## src/prot_pkg.sv

```systemverilog
package prot_pkg;

	// ****************************************************************
	// Register map (byte addresses)
	// ****************************************************************
	localparam logic [7:0] ADDR_CTRL     = 8'h00;
	localparam logic [7:0] ADDR_STATUS   = 8'h04;
	localparam logic [7:0] ADDR_OC_LVL   = 8'h08;
	localparam logic [7:0] ADDR_OC_DLY   = 8'h0c;
	localparam logic [7:0] ADDR_AOC_LVL  = 8'h10;
	localparam logic [7:0] ADDR_AOC_DLY  = 8'h14;
	localparam logic [7:0] ADDR_ROC_LVL  = 8'h18;
	localparam logic [7:0] ADDR_JAMT_LVL = 8'h1c;
	localparam logic [7:0] ADDR_JAMT_DLY = 8'h20;
	localparam logic [7:0] ADDR_JAMA_LVL = 8'h24;
	localparam logic [7:0] ADDR_JAMA_DLY = 8'h28;
	localparam logic [7:0] ADDR_EFT_LVL  = 8'h2c;
	localparam logic [7:0] ADDR_EFT_DLY  = 8'h30;
	localparam logic [7:0] ADDR_EFA_LVL  = 8'h34;
	localparam logic [7:0] ADDR_EFA_DLY  = 8'h38;
	localparam logic [7:0] ADDR_RELAY    = 8'h3c;
	localparam logic [7:0] ADDR_CMD      = 8'h40;

	// ****************************************************************
	// Field positions
	// ****************************************************************
	// CTRL: enables of each element except maintenance, temperature protection enables
	localparam int CTRL_OC_EN   = 0;
	localparam int CTRL_AOC_EN  = 1;
	localparam int CTRL_JAM_EN  = 2;
	localparam int CTRL_EF_EN   = 3;
	localparam int CTRL_PTC_EN  = 4;
	localparam int CTRL_RTD_EN  = 5;
	localparam int CTRL_ACCESS  = 6;
	// CMD: write-one pulses
	localparam int CMD_ETC      = 0;
	localparam int CMD_REENABLE = 1;
	localparam int CMD_RESET    = 2;
	// RELAY: 3-bit selections
	localparam int RLY_OC   = 0;
	localparam int RLY_AOC  = 3;
	localparam int RLY_ROC  = 6;
	localparam int RLY_JAMT = 9;
	localparam int RLY_JAMA = 12;
	localparam int RLY_EFT  = 15;
	localparam int RLY_EFA  = 18;

	// ****************************************************************
	// Reset values and timing
	// ****************************************************************
	localparam logic [31:0] CTRL_RST  = 32'h0000_0000;
	localparam logic [15:0] LVL_RST   = 16'hffff;
	localparam logic [31:0] RELAY_RST = 32'h0000_0000;
	localparam int CLK_MHZ    = 125;
	localparam int TICK_US    = 1000;
	localparam int TICK_CYC   = TICK_US * CLK_MHZ;
	localparam int STARTER_MS = 10;
	localparam logic [15:0] DLY_MAX_MS = 16'd10000;

	typedef enum logic [2:0] {
		MOTOR_OFF   = 3'b001,
		MOTOR_START = 3'b010,
		MOTOR_RUN   = 3'b100
	} motor_state_t;

endpackage : prot_pkg

```

## src/dt_element.sv

```systemverilog
`timescale 1ns/1ps

// Definite-time element: level compare, ms timer, latched output
module dt_element
	import prot_pkg::*;
(
	// Clock and reset
	input  wire logic        aclk,
	input  wire logic        aresetn,
	// Control
	input  wire logic        enable,
	input  wire logic        ms_tick,
	input  wire logic        latch_out,
	input  wire logic        clear,
	// Measurement and settings
	input  wire logic [15:0] value,
	input  wire logic [15:0] level,
	input  wire logic [15:0] delay_ms,
	// Result
	output logic             active
);
	logic [15:0] count;
	logic        over;

	assign over = enable && (value > level);

	// Timer restarts whenever the quantity falls back
	always_ff @(posedge aclk) begin
		if (!aresetn || !over) begin
			count <= 16'h0000; // RULE_22
		end else if (ms_tick && count < delay_ms) begin
			count <= count + 16'h0001;
		end
	end

	// Trips hold until reset; alarms follow the condition
	always_ff @(posedge aclk) begin
		if (!aresetn) begin
			active <= 1'b0;
		end else if (over && count >= delay_ms) begin
			active <= 1'b1;
		end else if (!latch_out || clear) begin
			active <= 1'b0; // RULE_22
		end
	end

endmodule : dt_element

```

## src/prot_trip.sv

```systemverilog
`timescale 1ns/1ps
// Overview of operation
// RULE_01: Emergency clear zeroes capacity, starts, temp trips
// RULE_02: Emergency clear needs granted program access
// RULE_03: Disabled-temperature status only if temp protection on
// RULE_04: Emergency clear drops latched temperature trips
// RULE_05: Temp trips stay off until re-enable command
// RULE_06: Temperature alarms and verification keep working
// RULE_07: Overcurrent uses largest of three phases
// RULE_08: Overcurrent produces trips only, no alarm
// RULE_09: Overcurrent active in every motor state
// RULE_10: Overcurrent level setting, per-relay trip enables
// RULE_11: Starter relays follow trips ten ms later
// RULE_12: Fault duration requirement set by delay timer
// RULE_13: Auxiliary overcurrent identical, delay up to ten s
// RULE_14: Maintenance element active only without its input
// RULE_15: Maintenance mode shows status and drives relay
// RULE_16: Maintenance mode needs a trip relay target
// RULE_17: Maintenance element trips with no delay
// RULE_18: Jam evaluated only in run state
// RULE_19: Jam trip and alarm with own settings
// RULE_20: Earth fault on zero-sequence trip and alarm
// RULE_21: Motor state is start, run or off
// RULE_22: Delay restarts on drop, trips latch
// RULE_23: Relays are OR of enabled element outputs
module prot_trip
	import prot_pkg::*;
(
	// Clock and reset
	input  wire logic        aclk,
	input  wire logic        aresetn,
	// AXI4-Lite slave
	input  wire logic [7:0]  s_axi_awaddr,
	input  wire logic        s_axi_awvalid,
	output logic             s_axi_awready,
	input  wire logic [31:0] s_axi_wdata,
	input  wire logic [3:0]  s_axi_wstrb,
	input  wire logic        s_axi_wvalid,
	output logic             s_axi_wready,
	output logic [1:0]       s_axi_bresp,
	output logic             s_axi_bvalid,
	input  wire logic        s_axi_bready,
	input  wire logic [7:0]  s_axi_araddr,
	input  wire logic        s_axi_arvalid,
	output logic             s_axi_arready,
	output logic [31:0]      s_axi_rdata,
	output logic [1:0]       s_axi_rresp,
	output logic             s_axi_rvalid,
	input  wire logic        s_axi_rready,
	// Metering front end
	input  wire logic [15:0] phase_a,
	input  wire logic [15:0] phase_b,
	input  wire logic [15:0] phase_c,
	input  wire logic [15:0] zero_seq,
	input  wire logic [15:0] full_load_current,
	input  wire logic        motor_current_seen,
	input  wire logic        motor_run_seen,
	// Temperature and maintenance inputs
	input  wire logic        thermistor_input,
	input  wire logic        resistive_temp_sensor,
	input  wire logic        maintenance_low_trip_assignment,
	// Relay and status outputs
	output logic             first_trip_relay,
	output logic             second_trip_relay,
	output logic             third_trip_relay,
	output logic [2:0]       alarm_relay,
	output logic             starter_relay,
	output logic             maintenance_relay,
	output logic             maintenance_mode_active_status,
	output logic             temp_disabled_status,
	output logic             temp_alarm,
	output logic             temp_trip,
	output logic             thermal_capacity_clear,
	output logic             starts_clear,
	output motor_state_t     motor_state
);

	// ****************************************************************
	// Helpers
	// ****************************************************************
	function automatic logic [15:0] max3(input logic [15:0] a, b, c);
		logic [15:0] m;
		m = (a > b) ? a : b;
		return (m > c) ? m : c;
	endfunction : max3

	function automatic logic [31:0] wmerge(input logic [31:0] old, input logic [31:0] d,
			input logic [3:0] s);
		logic [31:0] r;
		r = old;
		for (int i = 0; i < 4; i++) begin
			if (s[i]) begin
				r[8*i +: 8] = d[8*i +: 8];
			end
		end
		return r;
	endfunction : wmerge

	// ****************************************************************
	// Input synchronisers
	// ****************************************************************
	logic [2:0] sync1, sync2;
	logic       ptc_s, rtd_s, maint_in;

	// Two stages; the first stage is read only by the second
	always_ff @(posedge aclk) begin
		if (!aresetn) begin
			sync1 <= 3'h0;
			sync2 <= 3'h0;
		end else begin
			sync1 <= {maintenance_low_trip_assignment, resistive_temp_sensor, thermistor_input};
			sync2 <= sync1;
		end
	end
	assign ptc_s    = sync2[0];
	assign rtd_s    = sync2[1];
	assign maint_in = sync2[2];

	// ****************************************************************
	// AXI4-Lite slave
	// ****************************************************************
	logic [31:0] ctrl, relay_sel;
	logic [15:0] lvl [0:12];
	logic        aw_hold, w_hold;
	logic [7:0]  aw_addr;
	logic [31:0] w_data;
	logic [3:0]  w_strb;
	logic        wr_go;
	logic [2:0]  cmd_pulse;
	logic [31:0] status;

	assign s_axi_awready = !aw_hold && !s_axi_bvalid;
	assign s_axi_wready  = !w_hold && !s_axi_bvalid;
	assign s_axi_bresp   = 2'h0;
	assign s_axi_rresp   = 2'h0;
	assign s_axi_arready = !s_axi_rvalid;
	assign wr_go         = aw_hold && w_hold;

	// Address and data accepted in either order
	always_ff @(posedge aclk) begin
		if (!aresetn) begin
			aw_hold <= 1'b0;
			w_hold  <= 1'b0;
			aw_addr <= 8'h00;
			w_data  <= 32'h0000_0000;
			w_strb  <= 4'h0;
		end else if (wr_go) begin
			aw_hold <= 1'b0;
			w_hold  <= 1'b0;
		end else begin
			if (s_axi_awvalid && s_axi_awready) begin
				aw_hold <= 1'b1;
				aw_addr <= s_axi_awaddr;
			end
			if (s_axi_wvalid && s_axi_wready) begin
				w_hold <= 1'b1;
				w_data <= s_axi_wdata;
				w_strb <= s_axi_wstrb;
			end
		end
	end

	// Write response, one cycle after both halves arrive
	always_ff @(posedge aclk) begin
		if (!aresetn) begin
			s_axi_bvalid <= 1'b0;
		end else if (wr_go) begin
			s_axi_bvalid <= 1'b1;
		end else if (s_axi_bready) begin
			s_axi_bvalid <= 1'b0;
		end
	end

	// Setting registers; unmapped writes are dropped with OKAY
	always_ff @(posedge aclk) begin
		if (!aresetn) begin
			ctrl      <= CTRL_RST;
			relay_sel <= RELAY_RST;
			for (int i = 0; i < 13; i++) begin
				lvl[i] <= LVL_RST;
			end
		end else if (wr_go) begin
			if (aw_addr == ADDR_CTRL) begin
				ctrl <= wmerge(ctrl, w_data, w_strb);
			end
			if (aw_addr == ADDR_RELAY) begin
				relay_sel <= wmerge(relay_sel, w_data, w_strb);
			end
			for (int i = 0; i < 13; i++) begin
				if (aw_addr == ADDR_OC_LVL + 8'(4 * i)) begin
					lvl[i] <= 16'(wmerge({16'h0000, lvl[i]}, w_data, w_strb));
				end
			end
		end
	end

	// Command register gives one-cycle pulses
	always_ff @(posedge aclk) begin
		if (!aresetn) begin
			cmd_pulse <= 3'h0;
		end else if (wr_go && aw_addr == ADDR_CMD && w_strb[0]) begin
			cmd_pulse <= w_data[2:0];
		end else begin
			cmd_pulse <= 3'h0;
		end
	end

	// Read data, registered
	always_ff @(posedge aclk) begin
		if (!aresetn) begin
			s_axi_rvalid <= 1'b0;
			s_axi_rdata  <= 32'h0000_0000;
		end else if (s_axi_arvalid && s_axi_arready) begin
			s_axi_rvalid <= 1'b1;
			s_axi_rdata  <= 32'h0000_0000;
			if (s_axi_araddr == ADDR_CTRL) begin
				s_axi_rdata <= ctrl;
			end else if (s_axi_araddr == ADDR_STATUS) begin
				s_axi_rdata <= status;
			end else if (s_axi_araddr == ADDR_RELAY) begin
				s_axi_rdata <= relay_sel;
			end
			for (int i = 0; i < 13; i++) begin
				if (s_axi_araddr == ADDR_OC_LVL + 8'(4 * i)) begin
					s_axi_rdata <= {16'h0000, lvl[i]};
				end
			end
		end else if (s_axi_rready) begin
			s_axi_rvalid <= 1'b0;
		end
	end

	// ****************************************************************
	// Millisecond tick and motor state
	// ****************************************************************
	logic [16:0] tick_cnt;
	logic        ms_tick;

	// One-cycle enable per millisecond
	always_ff @(posedge aclk) begin
		if (!aresetn || ms_tick) begin
			tick_cnt <= 17'h00000;
		end else begin
			tick_cnt <= tick_cnt + 17'h00001;
		end
	end
	assign ms_tick = (tick_cnt == 17'(TICK_CYC - 1));

	// Motor state follows current and run detection
	always_ff @(posedge aclk) begin
		if (!aresetn) begin
			motor_state <= MOTOR_OFF;
		end else begin
			unique case (motor_state)
				MOTOR_OFF:   if (motor_current_seen) motor_state <= MOTOR_START; // RULE_21
				MOTOR_START: if (!motor_current_seen) motor_state <= MOTOR_OFF;
					else if (motor_run_seen) motor_state <= MOTOR_RUN;
				MOTOR_RUN:   if (!motor_current_seen) motor_state <= MOTOR_OFF;
				default:     motor_state <= MOTOR_OFF;
			endcase
		end
	end

	// ****************************************************************
	// Emergency thermal clear
	// ****************************************************************
	logic etc_go, temp_off, ptc_trip, rtd_trip;

	assign etc_go = cmd_pulse[CMD_ETC] && ctrl[CTRL_ACCESS]; // RULE_02

	// Stays off until explicit re-enable or power-up reset
	always_ff @(posedge aclk) begin
		if (!aresetn) begin
			temp_off <= 1'b0;
		end else if (etc_go) begin
			temp_off <= 1'b1; // RULE_01
		end else if (cmd_pulse[CMD_REENABLE]) begin
			temp_off <= 1'b0; // RULE_05
		end
	end

	// Latched temperature trips; clear wins over present temperature
	always_ff @(posedge aclk) begin
		if (!aresetn || etc_go) begin
			ptc_trip <= 1'b0; // RULE_04
			rtd_trip <= 1'b0;
		end else if (cmd_pulse[CMD_RESET]) begin
			ptc_trip <= 1'b0;
			rtd_trip <= 1'b0;
		end else begin
			if (ptc_s && ctrl[CTRL_PTC_EN] && !temp_off) ptc_trip <= 1'b1; // RULE_01
			if (rtd_s && ctrl[CTRL_RTD_EN] && !temp_off) rtd_trip <= 1'b1;
		end
	end

	// Pulses to the thermal model and the starts counter
	always_ff @(posedge aclk) begin
		if (!aresetn) begin
			thermal_capacity_clear <= 1'b0;
			starts_clear           <= 1'b0;
			temp_alarm             <= 1'b0;
		end else begin
			thermal_capacity_clear <= etc_go; // RULE_01
			starts_clear           <= etc_go;
			// Alarms never gated by the clear
			temp_alarm <= (ptc_s && ctrl[CTRL_PTC_EN]) || (rtd_s && ctrl[CTRL_RTD_EN]); // RULE_06
		end
	end
	assign temp_trip = ptc_trip || rtd_trip;
	assign temp_disabled_status = temp_off && (ctrl[CTRL_PTC_EN] || ctrl[CTRL_RTD_EN]); // RULE_03

	// ****************************************************************
	// Protection elements
	// ****************************************************************
	logic [15:0] i_max;
	logic [6:0]  el_en, el_out;
	logic        maint_on;
	localparam logic [6:0] EL_LATCH = 7'b0101111;

	assign i_max    = max3(phase_a, phase_b, phase_c); // RULE_07
	// Active without its input, and only with a trip target
	assign maint_on = !maint_in && (relay_sel[RLY_ROC +: 3] != 3'h0); // RULE_14 RULE_16
	assign el_en    = {ctrl[CTRL_EF_EN], ctrl[CTRL_EF_EN],
		ctrl[CTRL_JAM_EN] && motor_state == MOTOR_RUN, // RULE_18
		ctrl[CTRL_JAM_EN] && motor_state == MOTOR_RUN,
		maint_on, ctrl[CTRL_AOC_EN], ctrl[CTRL_OC_EN]}; // RULE_09

	// Element order: oc, aux oc, maintenance, jam trip/alarm, ef trip/alarm
	logic [15:0] el_val [0:6];
	logic [15:0] el_lvl [0:6];
	logic [15:0] el_dly [0:6];
	always_comb begin
		el_val = '{i_max, i_max, i_max, i_max, i_max, zero_seq, zero_seq}; // RULE_20
		el_lvl = '{lvl[0], lvl[2], lvl[4], lvl[5], lvl[7], lvl[9], lvl[11]}; // RULE_10 RULE_19
		// Maintenance delay is fixed at zero
		el_dly = '{lvl[1], (lvl[3] > DLY_MAX_MS) ? DLY_MAX_MS : lvl[3], 16'h0000, // RULE_13 RULE_17
			lvl[6], lvl[8], lvl[10], lvl[12]}; // RULE_12
	end

	for (genvar g = 0; g < 7; g++) begin : g_el
		dt_element u_el (
			.aclk     (aclk),
			.aresetn  (aresetn),
			.enable   (el_en[g]),
			.ms_tick  (ms_tick),
			.latch_out(EL_LATCH[g]),
			.clear    (cmd_pulse[CMD_RESET]),
			.value    (el_val[g]),
			.level    (el_lvl[g]),
			.delay_ms (el_dly[g]),
			.active   (el_out[g])
		);
	end

	// ****************************************************************
	// Relay combining
	// ****************************************************************
	logic [2:0]  trip_or, alarm_or;
	logic [15:0] starter_cnt;

	always_comb begin
		trip_or = 3'h0;
		// Overcurrent has no alarm path
		if (el_out[0]) trip_or = trip_or | relay_sel[RLY_OC +: 3]; // RULE_08 RULE_23
		if (el_out[1]) trip_or = trip_or | relay_sel[RLY_AOC +: 3];
		if (el_out[2]) trip_or = trip_or | relay_sel[RLY_ROC +: 3];
		if (el_out[3]) trip_or = trip_or | relay_sel[RLY_JAMT +: 3];
		if (el_out[5]) trip_or = trip_or | relay_sel[RLY_EFT +: 3];
		if (temp_trip) trip_or = trip_or | 3'h1;
		alarm_or = 3'h0;
		if (el_out[4]) alarm_or = alarm_or | relay_sel[RLY_JAMA +: 3];
		if (el_out[6]) alarm_or = alarm_or | relay_sel[RLY_EFA +: 3];
	end

	// Relay outputs registered
	always_ff @(posedge aclk) begin
		if (!aresetn) begin
			{third_trip_relay, second_trip_relay, first_trip_relay} <= 3'h0;
			alarm_relay                    <= 3'h0;
			maintenance_relay              <= 1'b0;
			maintenance_mode_active_status <= 1'b0;
		end else begin
			{third_trip_relay, second_trip_relay, first_trip_relay} <= trip_or; // RULE_23
			alarm_relay                    <= alarm_or;
			maintenance_relay              <= maint_on; // RULE_15
			maintenance_mode_active_status <= maint_on;
		end
	end

	// Starter relay rises a fixed interval after any trip
	always_ff @(posedge aclk) begin
		if (!aresetn || trip_or == 3'h0) begin
			starter_cnt   <= 16'h0000;
			starter_relay <= 1'b0;
		end else if (starter_cnt == 16'(STARTER_MS)) begin
			starter_relay <= 1'b1; // RULE_11
		end else if (ms_tick) begin
			starter_cnt <= starter_cnt + 16'h0001;
		end
	end

	assign status = {22'h0, motor_state, temp_off, temp_trip, maint_on,
		el_out[6:5], el_out[3], el_out[0] | el_out[1]};

	// ****************************************************************
	// Checks
	// ****************************************************************
	etc_access_a: assert property (@(posedge aclk) disable iff (!aresetn) // RULE_02
		cmd_pulse[CMD_ETC] && !ctrl[CTRL_ACCESS] && !temp_off |=> !temp_off)
		else $error("clear taken without access");
	etc_clear_a: assert property (@(posedge aclk) disable iff (!aresetn) // RULE_04
		etc_go |=> !temp_trip && thermal_capacity_clear && starts_clear)
		else $error("clear left trips or no pulses");
	temp_hold_a: assert property (@(posedge aclk) disable iff (!aresetn) // RULE_05
		temp_off && !cmd_pulse[CMD_REENABLE] |=> temp_off)
		else $error("temp protection re-enabled itself");
	temp_stat_a: assert property (@(posedge aclk) disable iff (!aresetn) // RULE_03
		etc_go && (ctrl[CTRL_PTC_EN] || ctrl[CTRL_RTD_EN]) |=> temp_disabled_status)
		else $error("disabled status missing");
	maint_stat_a: assert property (@(posedge aclk) disable iff (!aresetn) // RULE_15
		maint_on |=> maintenance_mode_active_status && maintenance_relay)
		else $error("maintenance status missing");
	jam_run_a: assert property (@(posedge aclk) disable iff (!aresetn) // RULE_18
		motor_state != MOTOR_RUN |=> !el_out[4])
		else $error("jam alarm outside run");
	trip_or_a: assert property (@(posedge aclk) disable iff (!aresetn) // RULE_23
		el_out[0] |=> ({third_trip_relay, second_trip_relay, first_trip_relay}
		& $past(relay_sel[RLY_OC +: 3])) == $past(relay_sel[RLY_OC +: 3]))
		else $error("overcurrent trip not on relay");
	starter_a: assert property (@(posedge aclk) disable iff (!aresetn) // RULE_11
		$rose(starter_relay) |-> $past(trip_or) != 3'h0 && $past(starter_cnt) == 16'(STARTER_MS))
		else $error("starter relay early");
	cv_etc: cover property (@(posedge aclk) disable iff (!aresetn) etc_go);
	cv_maint: cover property (@(posedge aclk) disable iff (!aresetn) el_out[2]);
	cv_oc: cover property (@(posedge aclk) disable iff (!aresetn) $rose(el_out[0]));

endmodule : prot_trip

```

## config.mk

```make
export PLATFORM = sky130hd
export DESIGN_NAME = prot_trip
export DESIGN_NICKNAME = d
export VERILOG_FILES = /design/src/prot_pkg.sv /design/src/dt_element.sv /design/src/prot_trip.sv
export SDC_FILE = /design/constraint.sdc
export NUM_CORES = 1
export LEC_CHECK = 0
export BUFFER_PORTS_ARGS = -buffer_cell sky130_fd_sc_hd__buf_2
export CAP_MARGIN = 40
export CELL_PAD_IN_SITES_DETAIL_PLACEMENT = 1
export CELL_PAD_IN_SITES_GLOBAL_PLACEMENT = 1
export CORE_ASPECT_RATIO = 0.9
export CORE_MARGIN = 5
export CORE_UTILIZATION = 51
export DETAILED_ROUTE_END_ITERATION = 6
export PLACE_DENSITY_LB_ADDON = 0.3
export SYNTH_ARGS = -nofsm -noshare
export SYNTH_HDL_FRONTEND = slang
export SYNTH_HIERARCHICAL = 1
export SYNTH_SLANG_ARGS = --single-unit
```

## constraint.sdc

```tcl
create_clock -name aclk -period 11.4 [get_ports aclk]
set_clock_uncertainty 0.05 [all_clocks]
set_input_delay 1.71 -clock aclk [delete_from_list [all_inputs] [get_ports aclk]]
set_output_delay 1.71 -clock aclk [all_outputs]
set_load 0.1 [all_outputs]
```

* Yosys cells after proc, flatten, opt, wreduce, memory -nomap -nowiden *
Memory sizes are Yosys's and may differ from the RTL's.
Index checks and enable logic that the tools add are counted.

word-level totals
  bits in registers = 321
  RAM bits = 208
  input bits = 144
  output and inout bits = 58
  word-level logic and storage cells = 448
  memories kept = 1

memories
  name  depth  bits a word  rd ports  clocked after Yosys merged registers in  write ports  RTL line          RTL
  lvl   13     16           13        0                                        13           prot_trip.sv:123  logic [15:0] lvl [0:12];

operators by class
  add/subtract/negate cells = 9
  order comparisons = 24
  eq/ne operators = 38
  mux-type cells = 216
  bitwise logic cells = 22
  reduce and logical (&&, ||, !) cells = 91

operators by type and width
  kind                   number
  $mux 8                 104
  $mux 32                16
  $mux 16                16
  $gt 16x16->1           9
  $add 16x1->16 const B  8
  $eq 8x6->1 const B     16
  $ge 16x16->1           6
  $lt 16x16->1           6
  $mux 1                 68
  $eq 8x5->1 const B     8
  $logic_and 1x1->1      37
  $mux 3                 11
  $eq 8x4->1 const B     4
  $reduce_and 3->1       9
  $add 17x1->17 const B  1
  $eq 17x17->1 const B   1
  $eq 16x4->1 const B    1
  $ge 16x1->1 const B    1
  $gt 16x14->1 const B   1
  $logic_not 8->1        2
  $lt 16x1->1 const B    1
  $reduce_bool 2->1      8
  $or 3x3->3             5
  $logic_not 1->1        14
  other kinds (15)       47

* Logic depth before layout (Yosys ltp) *
Gate-level depths: netlist of the first run.

  word-level depth = 17
  depth in mapped cells = 24
  mapped depth without buffers = 21

* By module *
The synthesis of the first run kept the hierarchy.

modules (own cells, without submodules)
  module                          times used  cells an instance  area each (um2)  sequential area each (um2)
  prot_trip                       1           2015               19590.0          10289.9
  dt_element at g_el[0].u_el ...  6           209                1670.4           340.3
  dt_element at g_el[5].u_el      1           205                1697.9           340.3

* Least setup slack after synthesis of the first run *
No wires, ideal clock.

  path type = input -> register
  start = input phase_b[11]
  end = register g_el[0].u_el.count[5]
  setup time = 0.125 ns
  data arrival time = 6.813 ns
  data required time = 11.225 ns
  setup slack = 4.412 ns
  stages on the path = 23
  buffers on the path = 3
  path through = inv_1 -> ha_1 -> a21o_1 -> a211o_1 -> o221ai_1 -> a31oi_2 -> buf_2 -> mux2_1 -> ha_1 -> nor4_1 -> o21ai_1 -> a21oi_1 -> nor4_1 -> o31ai_2 -> buf_2 -> mux2_2 -> ha_1 -> a21o_1 -> a221o_1 -> a221o_1 -> o21ai_2 -> buf_6 -> a21oi_1

on the way
  word-level cells in the longest chain between the ends = 8

ends and longest elaborated chain
  what                   RTL line          RTL
  from (decl)            prot_trip.sv:52   input wire logic [15:0] phase_b,
  $gt 16x16->1           prot_trip.sv:83   m = (a > b) ? a : b;
  $mux 16 (*)            prot_trip.sv:83
  $gt 16x16->1           prot_trip.sv:84   return (m > c) ? m : c;
  $mux 16 (*)            prot_trip.sv:84
  via i_max[9]           prot_trip.sv:315  logic [15:0] i_max;
  $gt 16x16->1 (*)       dt_element.sv:25  assign over = enable && (value > level);
  $logic_and 1x1->1 (*)  dt_element.sv:25
  $logic_not 1->1 (*)    dt_element.sv:29  if (!aresetn || !over) begin
  $logic_or 1x1->1 (*)   dt_element.sv:29
  to (signal assigned)   dt_element.sv:32  count <= count + 16'h0001;
  to (decl)              dt_element.sv:22  logic [15:0] count;

Mark *: on every way through the listed nets, which the timed path passes. The rest lies on a longest branch.
A chain may end at the register's enable or synchronous reset.

* Worst setup path in the final report of the first run *
  start = input phase_b[11]
  end = register g_el[1].u_el.active

on the way
  word-level cells in the longest chain between the ends = 8
  elaborated cells between the ends (all ways) = 9
  classes of those cells = order compare: 3; mux: 3; reduce/logical: 3

ends and longest elaborated chain
  what                                         RTL line          RTL
  $gt 16x16->1                                 prot_trip.sv:83
  $mux 16 (*)                                  prot_trip.sv:83
  $gt 16x16->1                                 prot_trip.sv:84
  $mux 16 (*)                                  prot_trip.sv:84
  via i_max[11]                                prot_trip.sv:315
  $gt 16x16->1 (*)                             dt_element.sv:25
  $logic_and 1x1->1 (*)                        dt_element.sv:25
  $logic_and 1x1->1 (*)                        dt_element.sv:40  end else if (over && count >= delay_ms) begin
  $mux 1 or $reduce_bool 2->1 (tied branches)  n/a
  to (signal assigned)                         dt_element.sv:39  active <= 1'b0;
  to (signal assigned)                         dt_element.sv:41  active <= 1'b1;
  to (signal assigned)                         dt_element.sv:43  active <= 1'b0;
  to (decl)                                    dt_element.sv:20  output logic active

Marks and branches as above.

==> summary.txt, run 1 <==
Outcome
  – Status: finished, final reports clean

Critical path
  – CP endpoint kind: register
  – CP Cell Sequence: buf_2 > inv_1 > ha_1 > nand3_1 > nor2_1 > o211ai_1 > a31oi_2 > mux2_2 > ha_1 > a21o_1 > a21o_1 > a21oi_1 > nor4_1 > o31ai_2 > mux2_2 > ha_1 > and2_1 > a221o_1 > a221o_1 > o21ai_2 > o21ai_0
  – Reg2reg end: g_el[1].u_el/count[8]
  – CP required: 11.83 ns
  – Crit-path max FO: 17
  – Setup Crit Path Kind: primary input to register
  – Slowest stage delay, CP: 0.67 ns
  – FF-to-FF Start: lvl[3][8]
  – Worst path most repeated cell: ha_1
  – Family with the most delay on the worst path: compound AO/OA/AOI/OAI gates
  – R2R depth: 13
  – Sum of buffers and inverters on the critical path: 2
  – CP max stage cell: o31ai_2
  – Reg2Reg Setup Slack: 7.05 ns
  – Data arrival, critical path: around 8.0 ns
  – Startpoint types: primary input

Synth
  – Top cells by area, synth: dfxtp_1, edfxtp_1, ha_1
  – Post-synth EDFFs: ~210
  – Syn Area/Cell: 9.01 µm²
  – #FFs+latches synth: 529
  – Most used DFF post-synth: dfxtp_1
  – Post-Syn Instances: ~3500
  – Post-synth cell types: approximately 100
  – Synth async-reset ratio: 0%
  – Yosys warnings: 6
  – Post-Synthesis Cell Area: about 31000 µm²
  – Post-synth top area cell: dfxtp_1
  – Sequential area share after synthesis: 40.5%
  – Area share of the largest cell type after synthesis: 20.5%

Power
  – Leakage: around 14 nW
  – Comb power frac: ~11%
  – Int Pwr: 3.20 mW
  – Sw Pwr: 1.20 mW
  – Worst vdd ir: 113 µV
  – Register share of total power: approximately 46%
  – Clock share of power: between 40 and 50%
  – Sw frac: a little over a quarter
  – Cell Pwr Density: 125 nW/µm²

Clock network
  – Later-pin clock latency in the skew report: 0.64 ns
  – Hold-fix buffers, CTS: 0
  – Num CTS Buffers: 55
  – Max H-tree Level: 2
  – # Post-CTS Setup Buffers: 0
  – Clk sink count: approximately 530
  – Post-cts repair resize count: 0
  – Root Buffer: clkbuf_16
  – Worst-path clk slew: 0.06 ns
  – CTS Buffer Depth: 3
  – TritonCTS clock tree: built

Routing
  – Via count: 28900
  – DRT antenna net count: 0
  – Met1 wire length: between 40 and 50 mm
  – First-pass DRT Iterations: 6
  – Via density: 6.41
  – Met3 wire length: 11.3 mm
  – Max layer used: met5
  – Post-DR wirelength/cell: 25.8 µm
  – DRC viols: 0
  – Drt total wl: around 120 mm
  – Initial DRC Count: 3252
  – WL met2: 54.4 mm

Die
  – Row count: 86
  – Die Ht: 245 µm
  – Starting Density: 51.3%
  – Die Width: about 270 µm
  – Die Area: 66500 µm²
  – Top Ports: 202
  – Core area: 61000 µm²

STA
  – Fmax achieved: 132 MHz
  – Final Hold Vio Count: 0
  – Worst slew margin: ~30%
  – Worst slew pin tran: roughly 1.0 ns
  – Worst hold slack: 0.397 ns
  – Setup_tns: 0 ns
  – Final setup viols: 0
  – Slew Viols, Final: 0
  – Tmin final: 7.59 ns
  – RSZ-0062 raised after global routing: no
  – Final worst path period share: 66.6%

Min path
  – Hold endpoint: sync2[0]
  – HP Start: sync1[0]
  – Worst Hold Class: register to register
  – WHS Path Cells: 1

Global route
  – Vias in the first global route: approximately 30000
  – Initial antenna violation count: 12
  – First-pass GRT wire length: approximately 180 mm
  – Overflow after GRT: 0
  – Gr usage total: 33.5%
  – Largest net degree at the start of global routing: 75

Job
  – Max Cap Viol: 0

Layout
  – Synth-to-layout area growth: 12.4%
  – Fillcell total: roughly 7000
  – Register area: 12700 µm²
  – Area of the multi-input gates: 17000 µm²
  – Layout cell share with drive strength beyond 1: roughly 18%
  – Nets: 4072

Placement
  – Routability congestion estimate: 1.00
  – Buffers on Ports: between 150 and 200
  – Detailed placer's ending HPWL: 87.1 mm
==> layout make-up <==
type,instances,share of cell area (%)
multi-input combinational,2525,48.2
sequential,529,36.0
timing repair buffer,257,4.50
clock buffer,73,4.43
inverter,294,3.14
tap,792,2.82
clock inverter,30,0.843
antenna,4,0.0284
==> per-stage QoR <==
step                instance area, µm²  total power, mW  std cells  setup slack, ns  util (%)
floorplan                        31400             2.35       3501             4.41         -
global route                     35200             4.53       4503             3.34      57.7
CTS                              35100             4.40       4498             3.84      57.6
finish                           35200             4.40       4504             3.81      57.7
detailed placement               33300             2.55       4395             3.22      54.6
global placement                 32900             2.50       4354             2.91      53.9
==> flip-flops by register name, indices dropped and copies added, names as in the netlist, 3 cells and up <==
signal            count
lvl                 208
g_el.u_el/count     112
ctrl                 32
relay_sel            32
s_axi_rdata          32
w_data               32
tick_cnt             17
starter_cnt          16
aw_addr               8
g_el.u_el/active      7
w_strb                4
alarm_relay           3
cmd_pulse             3
motor_state           3
sync1                 3
sync2                 3
==> synth_stat cells, types with 17 or more instances <==
cell type  number
buf_2          32
inv_1         292
a22oi_1        40
and2_1         32
nand2_1       333
a21o_1         24
nand3_1       173
a2bb2oi_1      18
mux2_2         30
or2_2         162
o22ai_1        17
nand4_1        76
xor2_1         26
a21oi_1       327
nor3_1         54
nor2_1        188
xnor2_1        25
dfxtp_1       321
nand2b_1       31
o21ai_1        26
edfxtp_1      208
or3_1          83
o21bai_1       18
o21ai_0       149
nor4_1         22
ha_1          266
and3_1         19
clkbuf_1       98
nor2b_1        23
==> power by group through the flow <==
stage	Clock [mW]	Combinational [mW]	Sequential, mW
final	1.87	0.490	2.04
after global routing	1.97	0.522	2.04
after CTS	1.89	0.473	2.04
after detailed placement	0	0.468	2.08
after global placement	0	0.410	2.09
after floorplan	0	0.273	2.08
==> cell families after synthesis <==
| kind of cell | count (synthesis) | synth area share (%) |
|---|---|---|
| adders and majority gates | 266 | 10.6 |
| other | 2 | 0.0240 |
| DFF | 529 | 40.5 |
| AOI/OAI and AO/OA | 795 | 16.1 |
| muxes | 56 | 1.99 |
| buffers and inverters | 447 | 5.82 |
| and+or+nand+nor | 1328 | 23.5 |
| xor gates and xnor gates | 51 | 1.43 |
==> cell usage in the layout, fill, tap and decap left out, types with 31 or more instances in the layout <==
cell	instances
nand4_1	76
or2_2	162
clkbuf_16	56
ha_1	266
nor2_1	186
buf_2	203
o21ai_0	149
nor3_1	51
edfxtp_1	208
nand3_1	173
a21oi_1	327
and2_1	32
dfxtp_1	321
nand2_1	333
buf_4	36
or3_1	83
nand2b_1	31
inv_1	292
a22oi_1	40
==> worst max-delay path by stage <==
stage,cells after the start,slack [ns],to,start
after floorplan,23,4.41,g_el[0].u_el/count[5],phase_b[11]
after global placement,21,2.91,g_el[2].u_el/active,phase_b[11]
after detailed placement,22,3.22,g_el[3].u_el/active,phase_b[11]
after CTS,22,3.84,g_el[1].u_el/active,phase_b[11]
after global routing,22,3.34,g_el[1].u_el/active,phase_b[11]
final,21,3.81,g_el[1].u_el/active,phase_b[11]
==> metal layers <==
metal	vias to the layer above	GRT usage, %
met2	1371	55.6
met4	10	14.5
met5	-	0
met1	14300	42.7
met3	344	7.01
li1	12900	-
Note: power is estimated with default switching activity, not from simulation.
==> inputs of run 2 (changes only) <==
- ABC_AREA: default -> 1
- CORE_UTILIZATION: 51 -> 42
- clock period: 11.4 -> 6.39 ns (I/O delays scaled with it)
==> summary.txt, run 2 <==
Die
  – Die Ht: approximately 270 µm
  – Die Width: 303 µm
  – Core area: about 76000 µm²
  – Die Area: 82700 µm²
  – Row count: between 90 and 100
  – Starting Density: between 40% and 50%
  – Top Ports: 202

Routing
  – Post-DR wirelength/cell: 19.4 µm
  – Via density: 5.41
  – Initial DRC Count: ~2200
  – Via count: between 30000 and 40000
  – Drt total wl: 109 mm
  – DRC viols: 0
  – DRT antenna net count: 0
  – First-pass DRT Iterations: 5

Clock network
  – # Post-CTS Setup Buffers: 0
  – Hold-fix buffers, CTS: 0
  – Root Buffer: clkbuf_16
  – Worst-path clk slew: about 0.06 ns
  – Max H-tree Level: 2
  – Post-cts repair resize count: 0
  – Later-pin clock latency in the skew report: 0.65 ns
  – Num CTS Buffers: 60
  – CTS Buffer Depth: 3
  – Clk sink count: 529
  – TritonCTS clock tree: built

Global route
  – Vias in the first global route: 30400
  – Largest net degree at the start of global routing: just over 100
  – Overflow after GRT: 0
  – Initial antenna violation count: 13
  – Gr usage total: 25.5%
  – First-pass GRT wire length: 169 mm

Placement
  – Buffers on Ports: 181
  – Detailed placer's ending HPWL: 80.4 mm
  – Post-placement cell count: roughly 5500
  – Routability congestion estimate: 0.886

Synth
  – Most used DFF post-synth: dfxtp_1
  – Compound-Gate Fraction of Synth Area: 11.6%
  – Syn Area/Cell: around 7.5 µm²
  – Main combinational cell family by area after synthesis: simple AND/OR/NAND/NOR gates
  – Post-Syn Instances: 4302
  – Post-synth EDFFs: between 200 and 250
  – Post-synth top area cell: dfxtp_1
  – Most frequent cell after synthesis: nand2_1
  – Post-synthesis mux area share: 0%
  – Area share of and/or/nand/nor cells after synthesis: approximately 28%
  – Yosys warnings: 6
  – Synth Area in Adders: 10.3%
  – Post-synth cell types: 54
  – #FFs+latches synth: about 530
  – Synth async-reset ratio: 0%
  – Post-Synthesis Cell Area: approximately 32000 µm²
  – Most common library cells after synthesis: nand2_1, inv_1, a21oi_1
  – Area share of the largest cell type after synthesis: 19.9%
  – Top cells by area, synth: dfxtp_1, edfxtp_1, nand2_1
  – Sequential area share after synthesis: ~39%
  – Post-Synth XOR/XNOR Area: 1.43%

STA
  – Final worst path period share: 89.9%
  – Worst slew margin: between 30% and 40%
  – Final setup viols: 0
  – Fmax achieved: 174 MHz
  – RSZ-0062 raised after global routing: no
  – Slew Viols, Final: 0
  – Setup_tns: 0 ns
  – Worst slew pin tran: between 0.9 and 1 ns
  – Final Hold Vio Count: 0
  – Tmin final: 5.74 ns

Power
  – Worst vdd ir: 216 µV
  – Cell Pwr Density: 230 nW/µm²
  – Leakage: about 16 nW
  – Comb power frac: a little under an eighth
  – Register share of total power: 42.8%
  – Sw Pwr: approximately 2.3 mW
  – Sw frac: 27.6%
  – Clock share of power: 45.2%
  – Int Pwr: 6.12 mW

Layout
  – Nets: 4904
  – Top reg by flops: lvl
  – Post-Layout Cell Count: about 5600
  – Area of the multi-input gates: 16700 µm²
  – Max reg flops: 208
  – Layout cell share with drive strength beyond 1: 11.7%
  – Most common cell after layout, fill and taps aside: nand2_1
  – Synth-to-layout area growth: 13.5%
  – Register area: roughly 13000 µm²
  – Most frequent cells in the layout: nand2_1, inv_1, a21oi_1, nor2_1, dfxtp_1
  – Fillcell total: 9583
  – Largest regs: lvl (208), g_el.u_el/count (112)

Critical path
  – CP endpoint kind: register
  – Reg2Reg Setup Slack: 2.83 ns
  – CP required: a little under 7 ns
  – Worst setup endpoint: g_el[2].u_el/active
  – Reg2reg end: lvl[4][7]
  – Worst path most repeated cell: nand2_1
  – FF-to-FF Start: aw_hold
  – CP max stage cell: nor4_1
  – R2R depth: 7
  – Slowest stage delay, CP: 0.48 ns
  – Startpoint types: primary input
  – Critical path startpoint: phase_a[9]
  – Crit-path max FO: 17
  – Setup Crit Path Kind: primary input to register
  – Data arrival, critical path: approximately 6.3 ns

Min path
  – Worst Hold Class: register to register

Outcome
  – Status: finished, final reports clean

Job
  – Max Cap Viol: 0
-- run 2: changes by cell type in the layout (fill, tap and decap cells not counted), sizes merged, moves of 83 or more --
cell   delta
nand4   +110
or2     -153
or3      -83
nand2   +739
inv     +318
nor2    +219
-- run 2: kinds of logic after synthesis --
logic type / after synthesis
buf+inv: 767
flops: 529
simple gates: 1985
fa+ha+maj: 266
compound gates: 700
other cells: 2
xor+xnor: 53
-- run 2: worst min path at each step --
stage,slack [ns],startpoint,to,depth (start not counted)
floorplan,0.34,sync1[0],sync2[0],2
global placement,0.35,sync1[0],sync2[0],2
detailed placement,0.35,sync1[0],sync2[0],2
CTS,0.37,sync1[0],sync2[0],2
global route,0.39,cmd_pulse[1],temp_off,1
finish,0.37,sync1[0],sync2[0],2
-- run 2: final cells by class --
cell class / instances / area share, %
Multi-Input combinational cell: 3033 / 45.5
Sequential cell: 529 / 34.5
Inverter: 617 / 6.31
Clock buffer: 84 / 4.89
Timing Repair Buffer: 253 / 4.16
Tap cell: 1029 / 3.51
Clock inverter: 30 / 1.09
Antenna cell: 8 / 0.0545
-- run 2: power by group through the flow --
stage	clock, mW	combinational, mW	sequential, mW
3_3_place_gp	0	0.941	3.69
3_5_place_dp	0	0.996	3.69
5_1_grt	4.02	1.11	3.62
2_1_floorplan	0	0.530	3.74
4_1_cts	3.88	1.01	3.62
6_report	3.82	1.02	3.62
-- run 2: metal layers --
metal  share of wire [%]  track usage, %  wire length, µm
met1                  45            35.0            49200
met2                  45            41.9            49300
met3                 6.4            4.18             6960
met4                 2.8            6.98             3050
met5               0.050               0               54
-- run 2: worst max-delay path, delay by kind of cell --
| kind | cells | cell delay [ns] |
|---|---|---|
| compound gates | 6 | 1.11 |
| simple gates | 17 | 2.41 |
| buf+inv | 6 | 0.83 |
| fa+ha+maj | 3 | 0.93 |
-- run 2: stage by stage --
stage                     total power, mW  setup WS, ns  area, µm²  hold WS (ns)  util (%)
final                                8.45         0.646      36700         0.369      48.1
after global routing                 8.75         0.170      36700         0.394      48.1
after global placement               4.63         0.229      34200         0.346      44.9
after detailed placement             4.69        0.0603      34500         0.351      45.2
after CTS                            8.50         0.713      36700         0.370      48.1
after floorplan                      4.27          1.11      32400         0.340         -
